===== src/hdl/tcbf_regs.vh =====
// Register offsets, field positions and timing counts for the timer block
`ifndef TCBF_REGS_VH
`define TCBF_REGS_VH
// ----------------------------------------------------------------------
// Register word indices (byte address is the index times four)
// ----------------------------------------------------------------------
`define TCBF_OFF_CTRL 4'h0
`define TCBF_OFF_PER_LO 4'h1
`define TCBF_OFF_PER_HI 4'h2
`define TCBF_OFF_TOG_LO 4'h3
`define TCBF_OFF_TOG_HI 4'h4
`define TCBF_OFF_CNT 4'h5
`define TCBF_OFF_STAT 4'h6
`define TCBF_OFF_MASK 4'h7
// ----------------------------------------------------------------------
// Control register fields
// ----------------------------------------------------------------------
`define TCBF_CTRL_RUN 0
`define TCBF_CTRL_DBF 1
`define TCBF_CTRL_NC_LO 2
`define TCBF_CTRL_NC_HI 3
`define TCBF_CTRL_SLOW 4
`define TCBF_CTRL_CAPEN 5
// ----------------------------------------------------------------------
// Status fields and reset values
// ----------------------------------------------------------------------
`define TCBF_ST_PMATCH 0
`define TCBF_ST_TMATCH 1
`define TCBF_ST_EDGE 2
`define TCBF_ST_W 3
`define TCBF_CMP_RST 16'hffff
// ----------------------------------------------------------------------
// Noise filter sampling intervals in gear-clock cycles
// ----------------------------------------------------------------------
`define TCBF_NC_DIV1 9'h002
`define TCBF_NC_DIV2 9'h004
`define TCBF_NC_DIV3 9'h100
`define TCBF_NC_AGREE 2'h3
`endif


===== src/hdl/tcbf_filter.v =====
// Digital noise filter for the capture input pin
`timescale 1ns/1ps
module tcbf_filter (
	input wire aclk,
	input wire aresetn,
	input wire pin_sync,
	input wire [1:0] nc_sel,
	input wire slow_mode,
	input wire lf_tick,
	output reg filt_out
);
`include "tcbf_regs.vh"
	// Prescaler, sample counter and previous sample
	reg [8:0] div_reg;
	reg [1:0] agree_reg;
	reg samp_reg;
	reg [8:0] period;
	reg tick;
	reg blocked;
	// --------------------------------------------------------------
	// Interval select
	// --------------------------------------------------------------
	always @* begin
		period = `TCBF_NC_DIV1;
		tick = 1'b0;
		blocked = 1'b0;
		case (nc_sel)
		2'h1: period = `TCBF_NC_DIV1;
		2'h2: period = `TCBF_NC_DIV2;
		2'h3: period = `TCBF_NC_DIV3;
		default: period = `TCBF_NC_DIV1;
		endcase
		if (slow_mode) begin
			// Low-speed: 11 uses low clock /2, 01 and 10 block pin
			tick = (nc_sel == 2'h3) & lf_tick;
			blocked = (nc_sel == 2'h1) | (nc_sel == 2'h2);
		end else begin
			tick = (div_reg == period - 9'h001);
		end
	end
	// --------------------------------------------------------------
	// Sampling and three-sample agreement
	// --------------------------------------------------------------
	always @(posedge aclk) begin
		if (!aresetn) begin
			div_reg <= 9'h000;
			agree_reg <= 2'h0;
			samp_reg <= 1'b0;
			filt_out <= 1'b0;
		end else if (nc_sel == 2'h0) begin
			// Bypass: pass the pin through
			div_reg <= 9'h000;
			agree_reg <= 2'h0;
			samp_reg <= pin_sync;
			filt_out <= pin_sync;
		end else if (blocked) begin
			div_reg <= 9'h000;
			agree_reg <= 2'h0;
			filt_out <= 1'b0;
		end else begin
			// Runs regardless of the run bit
			div_reg <= tick ? 9'h000 : div_reg + 9'h001;
			if (tick) begin
				samp_reg <= pin_sync;
				if (pin_sync == filt_out) begin
					agree_reg <= 2'h0;
				end else if (pin_sync != samp_reg) begin
					agree_reg <= 2'h1;
				end else if (agree_reg == `TCBF_NC_AGREE - 2'h1) begin
					filt_out <= pin_sync;
					agree_reg <= 2'h0;
				end else begin
					agree_reg <= agree_reg + 2'h1;
				end
			end
		end
	end
endmodule // tcbf_filter


===== src/hdl/tcbf_timer.v =====
// Timer compare-register write path, double buffer and input filter top
// Functional notes
// - Low-byte write only fills shared holding byte
// - High-byte write commits high plus held low
// - Buffer-enable bit chooses direct or double
// - Running with buffer: writes land in buffer
// - Period match sets status (irq if masked in), loads buffer
// - Buffered reads return the last written value
// - Stopped with buffer: both copies update
// - Unbuffered high write updates active at once
// - Low new value: counter wraps before match
// - Filter feeds capture modes instead of pin
// - Output changes after three equal samples
// - Nonzero select runs filter regardless of run
// - Filter-select writes ignored while running
// - Select codes give intervals 2, 4, 256
// - Low-speed: 11 uses slow/2, 01 and 10 block
//
// The AXI4-Lite interface to the registers and the register addresses were chosen for this implementation.
`timescale 1ns/1ps
module tcbf_timer (
	input wire aclk,
	input wire aresetn,
	input wire [31:0] s_axi_awaddr,
	input wire s_axi_awvalid,
	output reg s_axi_awready,
	input wire [31:0] s_axi_wdata,
	input wire [3:0] s_axi_wstrb,
	input wire s_axi_wvalid,
	output reg s_axi_wready,
	output reg [1:0] s_axi_bresp,
	output reg s_axi_bvalid,
	input wire s_axi_bready,
	input wire [31:0] s_axi_araddr,
	input wire s_axi_arvalid,
	output reg s_axi_arready,
	output reg [31:0] s_axi_rdata,
	output reg [1:0] s_axi_rresp,
	output reg s_axi_rvalid,
	input wire s_axi_rready,
	input wire capture_input_pin,
	input wire low_freq_clock,
	output reg timer_irq,
	output reg filtered_input,
	output reg toggle_match
);
`include "tcbf_regs.vh"
	// --------------------------------------------------------------
	// State
	// --------------------------------------------------------------
	reg [31:0] awaddr_reg; // Latched write address
	reg aw_have_reg; // Write address held
	reg [31:0] wdata_reg; // Latched write data
	reg [3:0] wstrb_reg; // Latched strobes
	reg w_have_reg; // Write data held
	reg [7:0] hold_low_reg; // Shared low-byte holding buffer
	reg [15:0] per_act_reg; // Active period compare
	reg [15:0] tog_act_reg; // Active toggle compare
	reg [15:0] per_dbf_reg; // Period double buffer
	reg [15:0] tog_dbf_reg; // Toggle double buffer
	reg [15:0] cnt_reg; // Up counter
	reg run_reg; // Run bit
	reg dbf_reg; // Buffer-enable bit
	reg [1:0] nc_reg; // Filter select field
	reg slow_reg; // Low-speed mode select
	reg capen_reg; // Capture mode uses the pin
	reg [`TCBF_ST_W-1:0] stat_reg; // Sticky events
	reg [`TCBF_ST_W-1:0] mask_reg; // Interrupt mask
	reg pin_s1_reg; // Pin synchroniser stage 1
	reg pin_s2_reg; // Pin synchroniser stage 2
	reg lf_s1_reg; // Slow clock synchroniser stage 1
	reg lf_s2_reg; // Slow clock synchroniser stage 2
	reg lf_s3_reg; // Slow clock edge history
	reg lf_half_reg; // Divide-by-two of slow clock
	reg filt_d_reg; // Filtered level history
	wire filt_lvl; // Filter output
	wire wr_fire; // Write commits this cycle
	wire [3:0] waddr; // Write word index
	wire [3:0] raddr; // Read word index
	wire wr_lane; // Low lane strobed
	wire per_hit; // Counter equals period
	wire tog_hit; // Counter equals toggle
	wire lf_tick; // Slow/2 sample pulse
	wire edge_evt; // Filtered edge seen
	wire [`TCBF_ST_W-1:0] evt; // Events this cycle
	wire rd_stat; // Status read accepted
	wire wr_ok; // Write address lies in the register page
	wire rd_ok; // Read address lies in the register page
	wire in_lvl; // Level fed to the timer
	reg [31:0] rdata_next; // Read mux
	// --------------------------------------------------------------
	// Address decode, match taps and events
	// --------------------------------------------------------------
	// A write commits once both halves are held and no answer waits
	assign wr_fire = aw_have_reg & w_have_reg & ~s_axi_bvalid;
	// Word index selects the register; the low two bits are ignored
	assign waddr = awaddr_reg[5:2];
	assign raddr = s_axi_araddr[5:2];
	// Set upper bits mean an unmapped place, so nothing may change
	assign wr_ok = (awaddr_reg[31:6] == 26'h0);
	assign rd_ok = (s_axi_araddr[31:6] == 26'h0);
	// Register writes travel in the lowest byte lane only
	assign wr_lane = wstrb_reg[0];
	// Matches only count while the timer runs
	assign per_hit = run_reg & (cnt_reg == per_act_reg);
	assign tog_hit = run_reg & (cnt_reg == tog_act_reg);
	// Every second rising edge of the synchronised slow clock
	assign lf_tick = lf_s2_reg & ~lf_s3_reg & lf_half_reg;
	// Timer sees the filtered level only in capture modes
	assign in_lvl = capen_reg ? filt_lvl : 1'b0;
	// Any change of the filtered level in a capture mode is an edge event
	assign edge_evt = capen_reg & (filt_lvl != filt_d_reg);
	assign evt = {edge_evt, tog_hit, per_hit};
	// Only a mapped status read clears the sticky bits
	assign rd_stat = s_axi_arvalid & s_axi_arready & rd_ok &
		(raddr == `TCBF_OFF_STAT);
	// --------------------------------------------------------------
	// Input synchronisers and slow clock divider
	// --------------------------------------------------------------
	always @(posedge aclk) begin
		if (!aresetn) begin
			pin_s1_reg <= 1'b0;
			pin_s2_reg <= 1'b0;
			lf_s1_reg <= 1'b0;
			lf_s2_reg <= 1'b0;
			lf_s3_reg <= 1'b0;
			lf_half_reg <= 1'b0;
			filt_d_reg <= 1'b0;
		end else begin
			// Two flops on each outside input before logic reads it
			pin_s1_reg <= capture_input_pin;
			pin_s2_reg <= pin_s1_reg;
			lf_s1_reg <= low_freq_clock;
			lf_s2_reg <= lf_s1_reg;
			lf_s3_reg <= lf_s2_reg;
			filt_d_reg <= filt_lvl;
			// Every other rising slow-clock edge
			if (lf_s2_reg & ~lf_s3_reg) begin
				lf_half_reg <= ~lf_half_reg;
			end
		end
	end
	// --------------------------------------------------------------
	// Noise filter
	// --------------------------------------------------------------
	tcbf_filter tcbf_filter_i (
		.aclk(aclk),
		.aresetn(aresetn),
		.pin_sync(pin_s2_reg),
		.nc_sel(nc_reg),
		.slow_mode(slow_reg),
		.lf_tick(lf_tick),
		.filt_out(filt_lvl)
	);
	// --------------------------------------------------------------
	// Write channel capture, either order
	// --------------------------------------------------------------
	always @(posedge aclk) begin
		if (!aresetn) begin
			aw_have_reg <= 1'b0;
			w_have_reg <= 1'b0;
			awaddr_reg <= 32'h00000000;
			wdata_reg <= 32'h00000000;
			wstrb_reg <= 4'h0;
			s_axi_awready <= 1'b0;
			s_axi_wready <= 1'b0;
			s_axi_bvalid <= 1'b0;
			s_axi_bresp <= 2'h0;
		end else begin
			// Readies pulse while idle; a held half or an answer blocks
			s_axi_awready <= ~aw_have_reg & ~s_axi_awready & ~s_axi_bvalid;
			s_axi_wready <= ~w_have_reg & ~s_axi_wready & ~s_axi_bvalid;
			// Address half taken
			if (s_axi_awvalid & s_axi_awready) begin
				aw_have_reg <= 1'b1;
				awaddr_reg <= s_axi_awaddr;
				s_axi_awready <= 1'b0;
			end
			// Data half taken
			if (s_axi_wvalid & s_axi_wready) begin
				w_have_reg <= 1'b1;
				wdata_reg <= s_axi_wdata;
				wstrb_reg <= s_axi_wstrb;
				s_axi_wready <= 1'b0;
			end
			// Both halves held: commit and raise the answer
			if (wr_fire) begin
				aw_have_reg <= 1'b0;
				w_have_reg <= 1'b0;
				s_axi_bvalid <= 1'b1;
				// Unmapped offsets answer with a slave error
				s_axi_bresp <= (waddr > `TCBF_OFF_MASK ||
					awaddr_reg[31:6] != 26'h0) ? 2'h2 : 2'h0;
			end else if (s_axi_bvalid & s_axi_bready) begin
				// Answer taken by the master
				s_axi_bvalid <= 1'b0;
			end
		end
	end
	// --------------------------------------------------------------
	// Compare registers, control, counter
	// --------------------------------------------------------------
	always @(posedge aclk) begin
		if (!aresetn) begin
			hold_low_reg <= 8'h00;
			per_act_reg <= `TCBF_CMP_RST;
			tog_act_reg <= `TCBF_CMP_RST;
			per_dbf_reg <= `TCBF_CMP_RST;
			tog_dbf_reg <= `TCBF_CMP_RST;
			cnt_reg <= 16'h0000;
			run_reg <= 1'b0;
			dbf_reg <= 1'b0;
			nc_reg <= 2'h0;
			slow_reg <= 1'b0;
			capen_reg <= 1'b0;
			mask_reg <= {`TCBF_ST_W{1'b0}};
		end else begin
			// Counter clears on period match; overshoot wraps
			if (!run_reg) begin
				// Stopped timer rests at zero
				cnt_reg <= 16'h0000;
			end else if (per_hit) begin
				// Period match restarts the count
				cnt_reg <= 16'h0000;
			end else begin
				cnt_reg <= cnt_reg + 16'h0001;
			end
			// Buffered values become active on period match
			if (dbf_reg & per_hit) begin
				per_act_reg <= per_dbf_reg;
				tog_act_reg <= tog_dbf_reg;
			end
			// Mapped low-lane writes only; unmapped places change nothing
			if (wr_fire & wr_lane & wr_ok) begin
				case (waddr)
				`TCBF_OFF_CTRL: begin
					// Run, buffer, slow and capture bits are always writable
					run_reg <= wdata_reg[`TCBF_CTRL_RUN];
					dbf_reg <= wdata_reg[`TCBF_CTRL_DBF];
					slow_reg <= wdata_reg[`TCBF_CTRL_SLOW];
					capen_reg <= wdata_reg[`TCBF_CTRL_CAPEN];
					if (!run_reg) begin
						nc_reg <= wdata_reg[`TCBF_CTRL_NC_HI:`TCBF_CTRL_NC_LO];
					end
				end
				`TCBF_OFF_PER_LO, `TCBF_OFF_TOG_LO: begin
					hold_low_reg <= wdata_reg[7:0];
				end
				`TCBF_OFF_PER_HI: begin
					per_dbf_reg <= {wdata_reg[7:0], hold_low_reg};
					if (!dbf_reg || !run_reg) begin
						per_act_reg <= {wdata_reg[7:0], hold_low_reg};
					end // else
				end
				`TCBF_OFF_TOG_HI: begin
					tog_dbf_reg <= {wdata_reg[7:0], hold_low_reg};
					if (!dbf_reg || !run_reg) begin
						tog_act_reg <= {wdata_reg[7:0], hold_low_reg};
					end // else
				end
				`TCBF_OFF_MASK: begin
					mask_reg <= wdata_reg[`TCBF_ST_W-1:0];
				end
				default: begin
					// Read-only or unmapped: no effect
				end
				endcase
			end
		end
	end
	// --------------------------------------------------------------
	// Sticky status, interrupt and output flops
	// --------------------------------------------------------------
	always @(posedge aclk) begin
		if (!aresetn) begin
			stat_reg <= {`TCBF_ST_W{1'b0}};
			timer_irq <= 1'b0;
			filtered_input <= 1'b0;
			toggle_match <= 1'b0;
		end else begin
			// New events win over the read clear
			stat_reg <= (rd_stat ? {`TCBF_ST_W{1'b0}} : stat_reg) | evt;
			// Interrupt follows the next status value, never lagging a set
			timer_irq <= |(((rd_stat ? {`TCBF_ST_W{1'b0}} : stat_reg) | evt)
				& mask_reg);
			filtered_input <= in_lvl;
			toggle_match <= tog_hit;
		end
	end
	// --------------------------------------------------------------
	// Read mux
	// --------------------------------------------------------------
	always @* begin
		// Unused bits and places read as zero
		rdata_next = 32'h00000000;
		case (raddr)
		`TCBF_OFF_CTRL: rdata_next[5:0] = {capen_reg, slow_reg, nc_reg,
			dbf_reg, run_reg};
		// Buffered reads show the last written value
		`TCBF_OFF_PER_LO: rdata_next[7:0] = dbf_reg ? per_dbf_reg[7:0] :
			per_act_reg[7:0];
		`TCBF_OFF_PER_HI: rdata_next[7:0] = dbf_reg ? per_dbf_reg[15:8] :
			per_act_reg[15:8];
		`TCBF_OFF_TOG_LO: rdata_next[7:0] = dbf_reg ? tog_dbf_reg[7:0] :
			tog_act_reg[7:0];
		`TCBF_OFF_TOG_HI: rdata_next[7:0] = dbf_reg ? tog_dbf_reg[15:8] :
			tog_act_reg[15:8];
		`TCBF_OFF_CNT: rdata_next[15:0] = cnt_reg;
		`TCBF_OFF_STAT: rdata_next[`TCBF_ST_W-1:0] = stat_reg;
		`TCBF_OFF_MASK: rdata_next[`TCBF_ST_W-1:0] = mask_reg;
		default: rdata_next = 32'h00000000;
		endcase
	end
	// --------------------------------------------------------------
	// Read channel
	// --------------------------------------------------------------
	always @(posedge aclk) begin
		if (!aresetn) begin
			s_axi_arready <= 1'b0;
			s_axi_rvalid <= 1'b0;
			s_axi_rdata <= 32'h00000000;
			s_axi_rresp <= 2'h0;
		end else begin
			// Ready pulses while idle and stays low while an answer waits
			s_axi_arready <= ~s_axi_arready & ~s_axi_rvalid;
			if (s_axi_arvalid & s_axi_arready) begin
				// Address taken: data and response stand from next cycle
				s_axi_arready <= 1'b0;
				s_axi_rvalid <= 1'b1;
				s_axi_rdata <= rdata_next;
				s_axi_rresp <= (raddr > `TCBF_OFF_MASK ||
					s_axi_araddr[31:6] != 26'h0) ? 2'h2 : 2'h0;
			end else if (s_axi_rvalid & s_axi_rready) begin
				// Answer taken by the master
				s_axi_rvalid <= 1'b0;
			end
		end
	end
endmodule // tcbf_timer

===== config.mk =====
export PLATFORM = sky130hd
export DESIGN_NAME = tcbf_timer
export DESIGN_NICKNAME = d
export VERILOG_FILES = /design/src/hdl/tcbf_filter.v /design/src/hdl/tcbf_timer.v
export VERILOG_INCLUDE_DIRS = /design/src /design/src/hdl
export SDC_FILE = /design/constraint.sdc
export NUM_CORES = 1
export LEC_CHECK = 0
export ABC_AREA = 1
export BUFFER_PORTS_ARGS = -buffer_cell sky130_fd_sc_hd__buf_2
export CORE_AREA = 2 2 197 199
export CTS_BUF_LIST = sky130_fd_sc_hd__clkbuf_8
export DETAILED_ROUTE_END_ITERATION = 16
export DIE_AREA = 0 0 199 201
export PLACE_DENSITY = 0.44
export SYNTH_ARGS = -nofsm -noshare
export SYNTH_HDL_FRONTEND = slang
export SYNTH_HIERARCHICAL = 1
export SYNTH_SLANG_ARGS = --single-unit
export TNS_END_PERCENT = 50

===== constraint.sdc =====
create_clock -name aclk -period 2.22 [get_ports aclk]
set_clock_uncertainty 0.15 [all_clocks]
set_input_delay 0.222 -clock aclk [delete_from_list [all_inputs] [get_ports aclk]]
set_output_delay 0.222 -clock aclk [all_outputs]
set_load 0.01 [all_outputs]

==> impl_metrics.tcl, run 1 <==
set metrics [dict create \
    status "finished, final reports clean" \
    power.switching_mw 1.78 \
    routedWlPerCell_um 14.9 \
    cts_buffers 17 \
    clkLatencyLatePin_ns 0.49 \
    slew_headroom_pct 58.0 \
    first_global_vias 8649 \
    hold_depth 3 \
    n_fill_cell 4233 \
    overflow 0 \
    fmax_mhz 504 \
    synth_common_cells "nand2_1 (336), dfxtp_1 (187), nor2_1 (176)" \
    ys_ff_latch 187 \
    ys_warn_count 6 \
    crit_path_max_fanout 16 \
    ant_nets 0 \
    finalNetCount 1656 \
    finalWorstPathRequiredPeriod_ns 1.99 \
    ir_worst_vdd_uv 324 \
    grt_max_degree 53 \
    drv_cap 0 \
    ys_types 46 \
    synthCells 1373 \
    grt_setup_unrepaired "no" \
    intPower_mw 4.58 \
    drtIter0Drc 583 \
    synth_ff_type "dfxtp_1" \
    seqCellArea_mm2 0.00374 \
    root_buffer "clkbuf_8" \
    grt_pass1_wl_um 48600 \
    slew_violations 0 \
    pwr-share-seq_pct 54.9 \
    post_cts_resized 0 \
    swShare_pct 28.0 \
    drive_gt1_share_pct 15.4 \
    finalSetupViolCount 0 \
    antenna_found_initial 0 \
    gp_congestion 0.865 \
    final_core_util_pct 30.2 \
    power-per-cell-area_mw_per_mm2 552 \
    synth_area_per_cell_um2 6.81 \
    multiInputGateArea_mm2 0.00457 \
    fin_area_mm2 0.0115 \
    crit_path_end_kind "register" \
    fin_setup_tns_ns 0 \
    critPathLaunchType "register" \
    synth_edf_count 0 \
    timing.rr.start "cnt_reg[13]$_SDFF_PP0_" \
    async_flop_share_pct 0 \
    dp_slack_ns 0.247 \
    drc 0 \
    synth_top_area_share_pct 40.0 \
    vias_per_cell 4.32 \
    clk_pin_slew_ns 0.12 \
    synth_area_mm2 0.00935 \
    pin_count 153 \
    pwr-share-clk_pct 36.0 \
    vias 8956 \
    crit_type "register to register" \
    wirelength_um 30800 \
    finalPower_mw 6.36 \
    rrSetupSlack_ns 0.23 \
    io_buffer_count 103 \
    hold_class "primary input to register" \
    largest_reg_flops 30 \
    tightestPinTransition_ns 0.624 \
    cts_setup_buffers 0 \
    clock_path_buffers 2 \
    die_width_um 199 \
    start_util_pct 24.5 \
    placed_area_mm2 0.0107 \
    die_h_um 201 \
    core.rowCount 72 \
    r2r_cells 9 \
    yosys.area.top_type "dfxtp_1" \
    combPwrFrac_pct 9.1 \
    min_delay_worst_endpoint "tog_dbf_reg[2]$_SDFFE_PN1P_" \
    fin_ws_ns 0.234 \
    hold_start "aresetn" \
    final-hold-violation-count 0 \
    cp.required_ns 2.47 \
    h-tree-depth 4 \
    hpwl_um 23100 \
    synthTopCellsByArea "dfxtp_1 (40%), nand2_1 (13%), nor2_1 (7.1%)" \
    grt_usage_pct 15.8 \
    dr.pass1.iters 5 \
    worst_ep_arrival_time_ns 2.24 \
    areaGrowthSynthToFinish_pct 23.2 \
    cts_sinks 187 \
    rr_endpoint "cnt_reg[6]$_SDFF_PP0_" \
    synth_most_common_cell "nand2_1" \
    core_mm2 0.0381 \
    leakage_nw 5.44 \
    cts_tree "built" \
    die_area_mm2 0.0400 \
    min_period_over_period_pct 89.4 \
    yosysSeqAreaShare_pct 40.0 \
    n_antenna_cell 0 \
]
[placed cells by master, fill, tap and decap left out, types with 17 or more instances in the layout]
cell	count
nand2_1	336
dfxtp_1	186
nor2_1	176
inv_1	161
o21ai_0	106
nand3_1	102
buf_2	102
a21oi_1	78
buf_4	50
dlygate4sd3_1	45
o211ai_1	35
conb_1	18
clkbuf_8	17
[metrics by stage]
| stage | hold slack, ns | cells |
|---|---|---|
| after global routing | 0.0560 | 2072 |
| final | 0.0778 | 2072 |
| after floorplan | 0.170 | 1390 |
| after detailed placement | 0.253 | 1995 |
| after global placement | 0.249 | 1995 |
| after CTS | 0.0349 | 2072 |
[final cells by class]
class	instances	share of cell area, %
inverter	177	5.77
multi-input combinational	952	39.7
tap	518	5.62
sequential	187	32.5
clock buffer	17	2.03
clock inverter	15	1.22
timing repair buffer	206	13.2
[worst max path at each step]
stage	depth (start not counted)	start	end	slack (ns)
finish	9	cnt_reg[13]$_SDFF_PP0_	cnt_reg[6]$_SDFF_PP0_	0.23
global route	9	cnt_reg[13]$_SDFF_PP0_	cnt_reg[6]$_SDFF_PP0_	0.0001
CTS	9	cnt_reg[13]$_SDFF_PP0_	cnt_reg[11]$_SDFF_PP0_	0.23
detailed placement	12	awaddr_reg[19]$_SDFFE_PN0P_	per_dbf_reg[14]$_SDFFE_PN1P_	0.25
global placement	9	cnt_reg[13]$_SDFF_PP0_	cnt_reg[11]$_SDFF_PP0_	0.26
floorplan	8	cnt_reg[0]$_SDFF_PP0_	cnt_reg[12]$_SDFF_PP0_	0.57
[cell families after synthesis]
family          Yosys count  synth area share, %
xor+xnor                 22                 2.06
other cells               1               0.0401
simple gates            674                 31.7
flops                   187                 40.0
buf+inv                 251                 11.7
fa+ha+maj                 6                0.803
compound gates          232                 13.6
[routing by layer]
layer | share of wire, % | wire length, um | global-route usage [%] | vias up
met5 | 0 | 0 | 0 | -
met4 | 1.2 | 374 | 4.00 | 0
met3 | 3.4 | 1050 | 2.50 | 18
met2 | 50 | 15300 | 27.6 | 161
met1 | 46 | 14100 | 20.3 | 4116
li1 | - | - | - | 4661
[power by group through the flow]
stage               Combinational (mW)  Clock (mW)  Sequential, mW
finish                           0.578        2.29            3.49
floorplan                        0.316           0            3.57
detailed placement               0.526           0            3.57
global route                     0.655        2.51            3.51
CTS                              0.588        2.38            3.49
global placement                 0.522           0            3.57
[what timing repair did]
item / 4_1_cts / 5_1_grt
hold endpoints to repair: 44 / 0
setup endpoints to repair: 0 / 0
hold buffers: 45 / 0
[critical path, stage by stage, from the launching register on]
cell and delay [ns]:
dfxtp_1 0.52, buf_4 0.18, nand2_1 0.05, nand2_1 0.06, inv_1 0.04, nand3_1 0.10
nor2_4 0.08, nand3_1 0.13, nand3_2 0.32, nor3b_1 0.28
No activity file was read; power rests on OpenSTA's default activity.
==> run 2, diff against run 1 <==
--- a/config.mk
+++ b/config.mk
@@ -8,11 +8,11 @@
 export LEC_CHECK = 0
 export ABC_AREA = 1
 export BUFFER_PORTS_ARGS = -buffer_cell sky130_fd_sc_hd__buf_2
-export CORE_AREA = 2 2 197 199
+export CORE_AREA = 2 2 148 150
 export CTS_BUF_LIST = sky130_fd_sc_hd__clkbuf_8
 export DETAILED_ROUTE_END_ITERATION = 16
-export DIE_AREA = 0 0 199 201
-export PLACE_DENSITY = 0.44
+export DIE_AREA = 0 0 150 152
+export PLACE_DENSITY = 0.68
 export SYNTH_ARGS = -nofsm -noshare
 export SYNTH_HDL_FRONTEND = slang
 export SYNTH_HIERARCHICAL = 1
==> run 2 against run 1 <==
Wire length is 12% lower. Critical path type unchanged. Utilization is 21 points higher. First-iteration DRC count up 28%.
==> impl_metrics.tcl, run 2 (synthesis gave the netlist of run 1 again) <==
set metrics [dict create \
    pin_count 153 \
    grt_max_degree 54 \
    layout_common_cells "nand2_1 (336), dfxtp_1 (185), nor2_1 (176)" \
    final_common_cell "nand2_1" \
    status "finished, final reports clean" \
    cts_tree "built" \
    cts_sinks 187 \
    dr.pass1.iters 5 \
    pwr-share-seq_pct 54.0 \
    die_width_um 150 \
    r2r_cells 9 \
    clk_pin_slew_ns 0.12 \
    slowest_delay_ns 0.51 \
    final_core_util_pct 51.7 \
    cp.required_ns 2.45 \
    ir_worst_vdd_uv 424 \
    clkLatencyLatePin_ns 0.50 \
    ant_nets 0 \
    power-per-cell-area_mw_per_mm2 586 \
    grt_usage_pct 24.1 \
    n_fill_cell 2123 \
    combPwrFrac_pct 8.8 \
    rr_endpoint "cnt_reg[15]$_SDFF_PP0_" \
    die_h_um 152 \
    min_period_over_period_pct 94.0 \
    critPathLaunchType "register" \
    fin_setup_tns_ns 0 \
    crit_top_cell "nand2_1" \
    final-hold-violation-count 0 \
    swShare_pct 29.5 \
    largest_reg_flops 30 \
    grt_setup_unrepaired "no" \
    die_area_mm2 0.0228 \
    crit_path_end_kind "register" \
    slew_violations 0 \
    areaGrowthSynthToFinish_pct 18.0 \
    routedWlPerCell_um 14.9 \
    gp_congestion 0.972 \
    worst_path_max_delay_cell "dfxtp_1" \
    cts_setup_buffers 0 \
    timing.rr.start "cnt_reg[12]$_SDFF_PP0_" \
    core.rowCount 54 \
    clock_path_buffers 2 \
    leakage_nw 5.32 \
    finalWorstPathRequiredPeriod_ns 2.09 \
    hold_start "s_axi_arvalid" \
    hold_depth 4 \
    intPower_mw 4.56 \
    crit_type "register to register" \
    grt_pass1_wl_um 43700 \
    cts_buffers 17 \
    pwr-share-clk_pct 37.2 \
    io_buffer_count 103 \
    worst_ep_arrival_time_ns 2.32 \
    vias_per_cell 5.05 \
    first_global_vias 8528 \
    hpwl_um 19200 \
    hold_class "primary input to register" \
    drive_gt1_share_pct 14.2 \
    min_delay_worst_endpoint "s_axi_rvalid$_SDFFE_PN0P_" \
    core_mm2 0.0214 \
    rrSetupSlack_ns 0.13 \
    h-tree-depth 4 \
    slew_headroom_pct 60.6 \
    fmax_mhz 479 \
    worstPathCellList "inv_2 > nand2_1 > nand2_1 > nor2_1 > nand2_1 > nor2_4 > nand3_1 > nand3_2 > nor2_1" \
    antenna_found_initial 1 \
    finalNetCount 1633 \
    n_antenna_cell 0 \
    power.switching_mw 1.91 \
    start_util_pct 43.8 \
    drtIter0Drc 747 \
    crit_path_max_fanout 16 \
    root_buffer "clkbuf_8" \
    tightestPinTransition_ns 0.590 \
    drc 0 \
    drv_cap 0 \
    wirelength_um 27000 \
    finalSetupViolCount 0 \
    overflow 0 \
    vias 9148 \
]
run 2: area by class of cell:
cell class                 count  area, um2  area share, %
timing repair buffer         183       1270           11.5
clock inverter                15        195           1.77
clock buffer                  17        234           2.12
sequential                   187       3750           34.0
inverter                     177        664           6.02
multi-input combinational    952       4570           41.5
tap                          280        350           3.18
run 2: repair_timing:
| item | 4_1_cts | 5_1_grt |
|---|---|---|
| setup endpoints to repair | 0 | 1 |
| hold buffers | 46 | 0 |
| gates resized for setup | 0 | 1 |
| endpoints found under the hold margin | 46 | 0 |
run 2: layer usage:
metal,vias to the layer above,GRT usage (%),part of all wire (%)
met4,0,10.9,4.0
met1,4157,30.9,43
li1,4620,-,-
met3,69,4.56,6.2
met2,302,39.2,47
met5,-,0,0
run 2: how the worst max path moves through the flow:
stage               slack, ns                endpoint                   start  depth (start not counted)
floorplan                0.57  cnt_reg[12]$_SDFF_PP0_   cnt_reg[0]$_SDFF_PP0_                          8
global placement         0.21  cnt_reg[14]$_SDFF_PP0_  cnt_reg[12]$_SDFF_PP0_                          9
CTS                      0.19  cnt_reg[15]$_SDFF_PP0_  cnt_reg[12]$_SDFF_PP0_                          9
finish                   0.13  cnt_reg[15]$_SDFF_PP0_  cnt_reg[12]$_SDFF_PP0_                          9
detailed placement       0.21  cnt_reg[12]$_SDFF_PP0_  cnt_reg[12]$_SDFF_PP0_                          9
global route           0.0005  cnt_reg[12]$_SDFF_PP0_   cnt_reg[9]$_SDFF_PP0_                          9
run 2: through the flow:
step | worst slack, ns | hold slack, ns | instance area (um2) | instances | total power, mW
after floorplan | 0.574 | 0.170 | 9420 | 1390 | 3.89
after CTS | 0.192 | 0.0401 | 11000 | 1811 | 6.51
final | 0.133 | 0.0520 | 11000 | 1811 | 6.47
after global placement | 0.212 | 0.249 | 10100 | 1733 | 4.06
after global routing | 0.000476 | 0.0550 | 11000 | 1811 | 6.74
after detailed placement | 0.210 | 0.251 | 10100 | 1733 | 4.07
run 2: critical path: cells and delay by family, from the launching register on:
family                 cells  cell delay [ns]
AND/OR/NAND/NOR            8             1.19
flip-flops                 1             0.51
buffers and inverters      1             0.11
run 2: power groups by stage:
| stage | Sequential (mW) | Clock (mW) | Combinational, mW |
|---|---|---|---|
| 5_1_grt | 3.51 | 2.60 | 0.633 |
| 4_1_cts | 3.49 | 2.45 | 0.561 |
| 3_5_place_dp | 3.57 | 0 | 0.498 |
| 3_3_place_gp | 3.57 | 0 | 0.491 |
| 6_report | 3.49 | 2.41 | 0.567 |
| 2_1_floorplan | 3.57 | 0 | 0.316 |
==> run 3, diff against run 2 <==
--- a/config.mk
+++ b/config.mk
@@ -12,6 +12,7 @@
 export CTS_BUF_LIST = sky130_fd_sc_hd__clkbuf_8
 export DETAILED_ROUTE_END_ITERATION = 16
 export DIE_AREA = 0 0 150 152
+export GPL_TIMING_DRIVEN = 0
 export PLACE_DENSITY = 0.68
 export SYNTH_ARGS = -nofsm -noshare
 export SYNTH_HDL_FRONTEND = slang
==> run 3 against run 2 <==
Sequential power barely moved. Design area rose by 3.4%. First-iteration DRC count up 23%. Wire length increased by 15%. Highest routed layer unchanged.
==> impl_metrics.tcl, run 3 (synthesis gave the netlist of run 1 again) <==
set metrics [dict create \
    h-tree-depth 4 \
    die_width_um 150 \
    placed_area_mm2 0.0103 \
    cts_sinks 187 \
    leakage_nw 5.52 \
    antenna_found_initial 0 \
    hpwl_um 22900 \
    dp_cells 1773 \
    crit_path_end_kind "register" \
    power-per-cell-area_mw_per_mm2 579 \
    crit_type "register to register" \
    pin_count 153 \
    die_area_mm2 0.0228 \
    ant_nets 0 \
    rr_endpoint "per_act_reg[12]$_SDFF_PN1_" \
    multiInputGateArea_mm2 0.00462 \
    finalNetCount 1692 \
    seqCellArea_mm2 0.00375 \
    use_met1_pct 36.1 \
    slowest_delay_ns 0.53 \
    tightestPinTransition_ns 0.744 \
    met2_usage_pct 45.9 \
    vias_per_cell 5.13 \
    start_util_pct 43.8 \
    r2r_cells 12 \
    dp_slack_ns -0.110 \
    fin_area_mm2 0.0114 \
    cts_buffers 17 \
    fin_ws_ns 0.121 \
    grt_max_degree 23 \
    met3_usage_pct 5.23 \
    finalSetupViolCount 0 \
    slew_violations 0 \
    status "finished, final reports clean" \
    drive_gt1_share_pct 15.0 \
    gp_congestion 0.948 \
    final_common_cell "nand2_1" \
    first_global_vias 8920 \
    combPwrFrac_pct 9.9 \
    grt_pass1_wl_um 48100 \
    core_mm2 0.0214 \
    n_antenna_cell 0 \
    root_buffer "clkbuf_8" \
    intPower_mw 4.62 \
    cts_tree "built" \
    gr-max-usage-layer "met2" \
    clk_pin_slew_ns 0.12 \
    largest_reg_flops 30 \
    final-hold-violation-count 0 \
    fmax_mhz 476 \
    worst_ep_arrival_time_ns 2.32 \
    timing.rr.start "cnt_reg[13]$_SDFF_PP0_" \
    slew_headroom_pct 50.4 \
    drv_cap 0 \
    min_delay_worst_endpoint "stat_reg[1]$_SDFF_PN0_" \
    drtIter0Drc 921 \
    hold_start "s_axi_araddr[30]" \
    grt_setup_unrepaired "yes" \
    crit_top_cell "nand2_1" \
    routedWlPerCell_um 16.7 \
    layout_common_cells "nand2_1 (336), dfxtp_1 (185), nor2_1 (175)" \
    min_period_over_period_pct 94.5 \
    finalPower_mw 6.60 \
    clkLatencyLatePin_ns 0.50 \
    clock_path_buffers 2 \
    worst_path_max_delay_cell "dfxtp_1" \
    overflow 0 \
    die_h_um 152 \
    swShare_pct 30.1 \
    final_core_util_pct 53.4 \
    instances_no_fill 1870 \
    drc 0 \
    hold_depth 7 \
    ir_worst_vdd_uv 338 \
    worstPathCellList "inv_2 > nand2_1 > nand2_1 > nor2_1 > nand2_1 > nor2_4 > nand2_4 > nor2_8 > buf_8 > nand3_1 > nand3_1 > nand2_1" \
    pwr-share-clk_pct 37.2 \
    vias 9587 \
    finalWorstPathRequiredPeriod_ns 2.10 \
    critPathLaunchType "register" \
    io_buffer_count 103 \
    rrSetupSlack_ns 0.12 \
    crit_path_max_fanout 10 \
    power.switching_mw 1.99 \
    wirelength_um 31200 \
    pwr-share-seq_pct 52.9 \
    n_fill_cell 2191 \
    hold_class "primary input to register" \
    grt_usage_pct 27.6 \
    dr.pass1.iters 8 \
    cp.required_ns 2.44 \
    core.rowCount 54 \
    areaGrowthSynthToFinish_pct 22.0 \
]
## run 3: cell types whose count changed in the layout (fill, tap and decap cells not counted), sizes merged
cell and change:
clkbuf +25, buf +17, dlygate4sd3 +16, clkinv -4, inv +4, nor2 +1
## run 3: routing by layer
metal  vias up  wire, um
li1       4740         -
met1      4479     13200
met2       320     15100
met3        48      2050
met4         0       791
met5         -         0
## run 3: repair_timing
item                                   CTS  global route
hold buffers                            62             0
setup endpoints to repair                4            39
endpoints found under the hold margin   48             0
gates cloned                             0             1
resized for setup                        1            13
setup buffers                            0             2
pin swaps                                0             1
## run 3: critical path: cells and delay by family, from the launching register on
kind	cells	cell delay [ns]
and+or+nand+nor	10	1.00
DFF	1	0.53
buffers and inverters	2	0.28
## run 3: power groups by stage
stage	Clock (mW)	Combinational (mW)	Sequential (mW)
detailed placement	0	0.544	3.57
CTS	2.48	0.627	3.49
finish	2.46	0.653	3.49
global route	2.62	0.722	3.50
floorplan	0	0.316	3.57
global placement	0	0.538	3.57
## run 3: layout make-up
class                      instances  area share, %
sequential                       187           32.8
tap                              280           3.07
buffer                            74           3.85
multi-input combinational        953           40.5
timing repair buffer             167           10.1
clock inverter                    15           1.77
inverter                         177           5.86
clock buffer                      17           2.05
## run 3: worst max path at each step
| stage | slack [ns] | end | depth (start not counted) | startpoint |
|---|---|---|---|---|
| 2_1_floorplan | 0.57 | cnt_reg[12]$_SDFF_PP0_ | 8 | cnt_reg[0]$_SDFF_PP0_ |
| 5_1_grt | -0.03 | per_dbf_reg[9]$_SDFFE_PN1P_ | 11 | awaddr_reg[6]$_SDFFE_PN0P_ |
| 4_1_cts | 0.02 | tog_act_reg[7]$_SDFF_PN1_ | 11 | awaddr_reg[6]$_SDFFE_PN0P_ |
| 3_5_place_dp | -0.11 | tog_dbf_reg[0]$_SDFFE_PN1P_ | 5 | aresetn |
| 6_report | 0.12 | per_act_reg[12]$_SDFF_PN1_ | 12 | cnt_reg[13]$_SDFF_PP0_ |
| 3_3_place_gp | -0.1 | tog_dbf_reg[0]$_SDFFE_PN1P_ | 5 | aresetn |
## run 3: through the flow
stage               hold WS [ns]  setup TNS [ns]
finish                    0.0701               0
global route              0.0724          -0.164
CTS                       0.0608               0
detailed placement         0.254          -0.849
global placement           0.252          -0.734
floorplan                  0.170               0
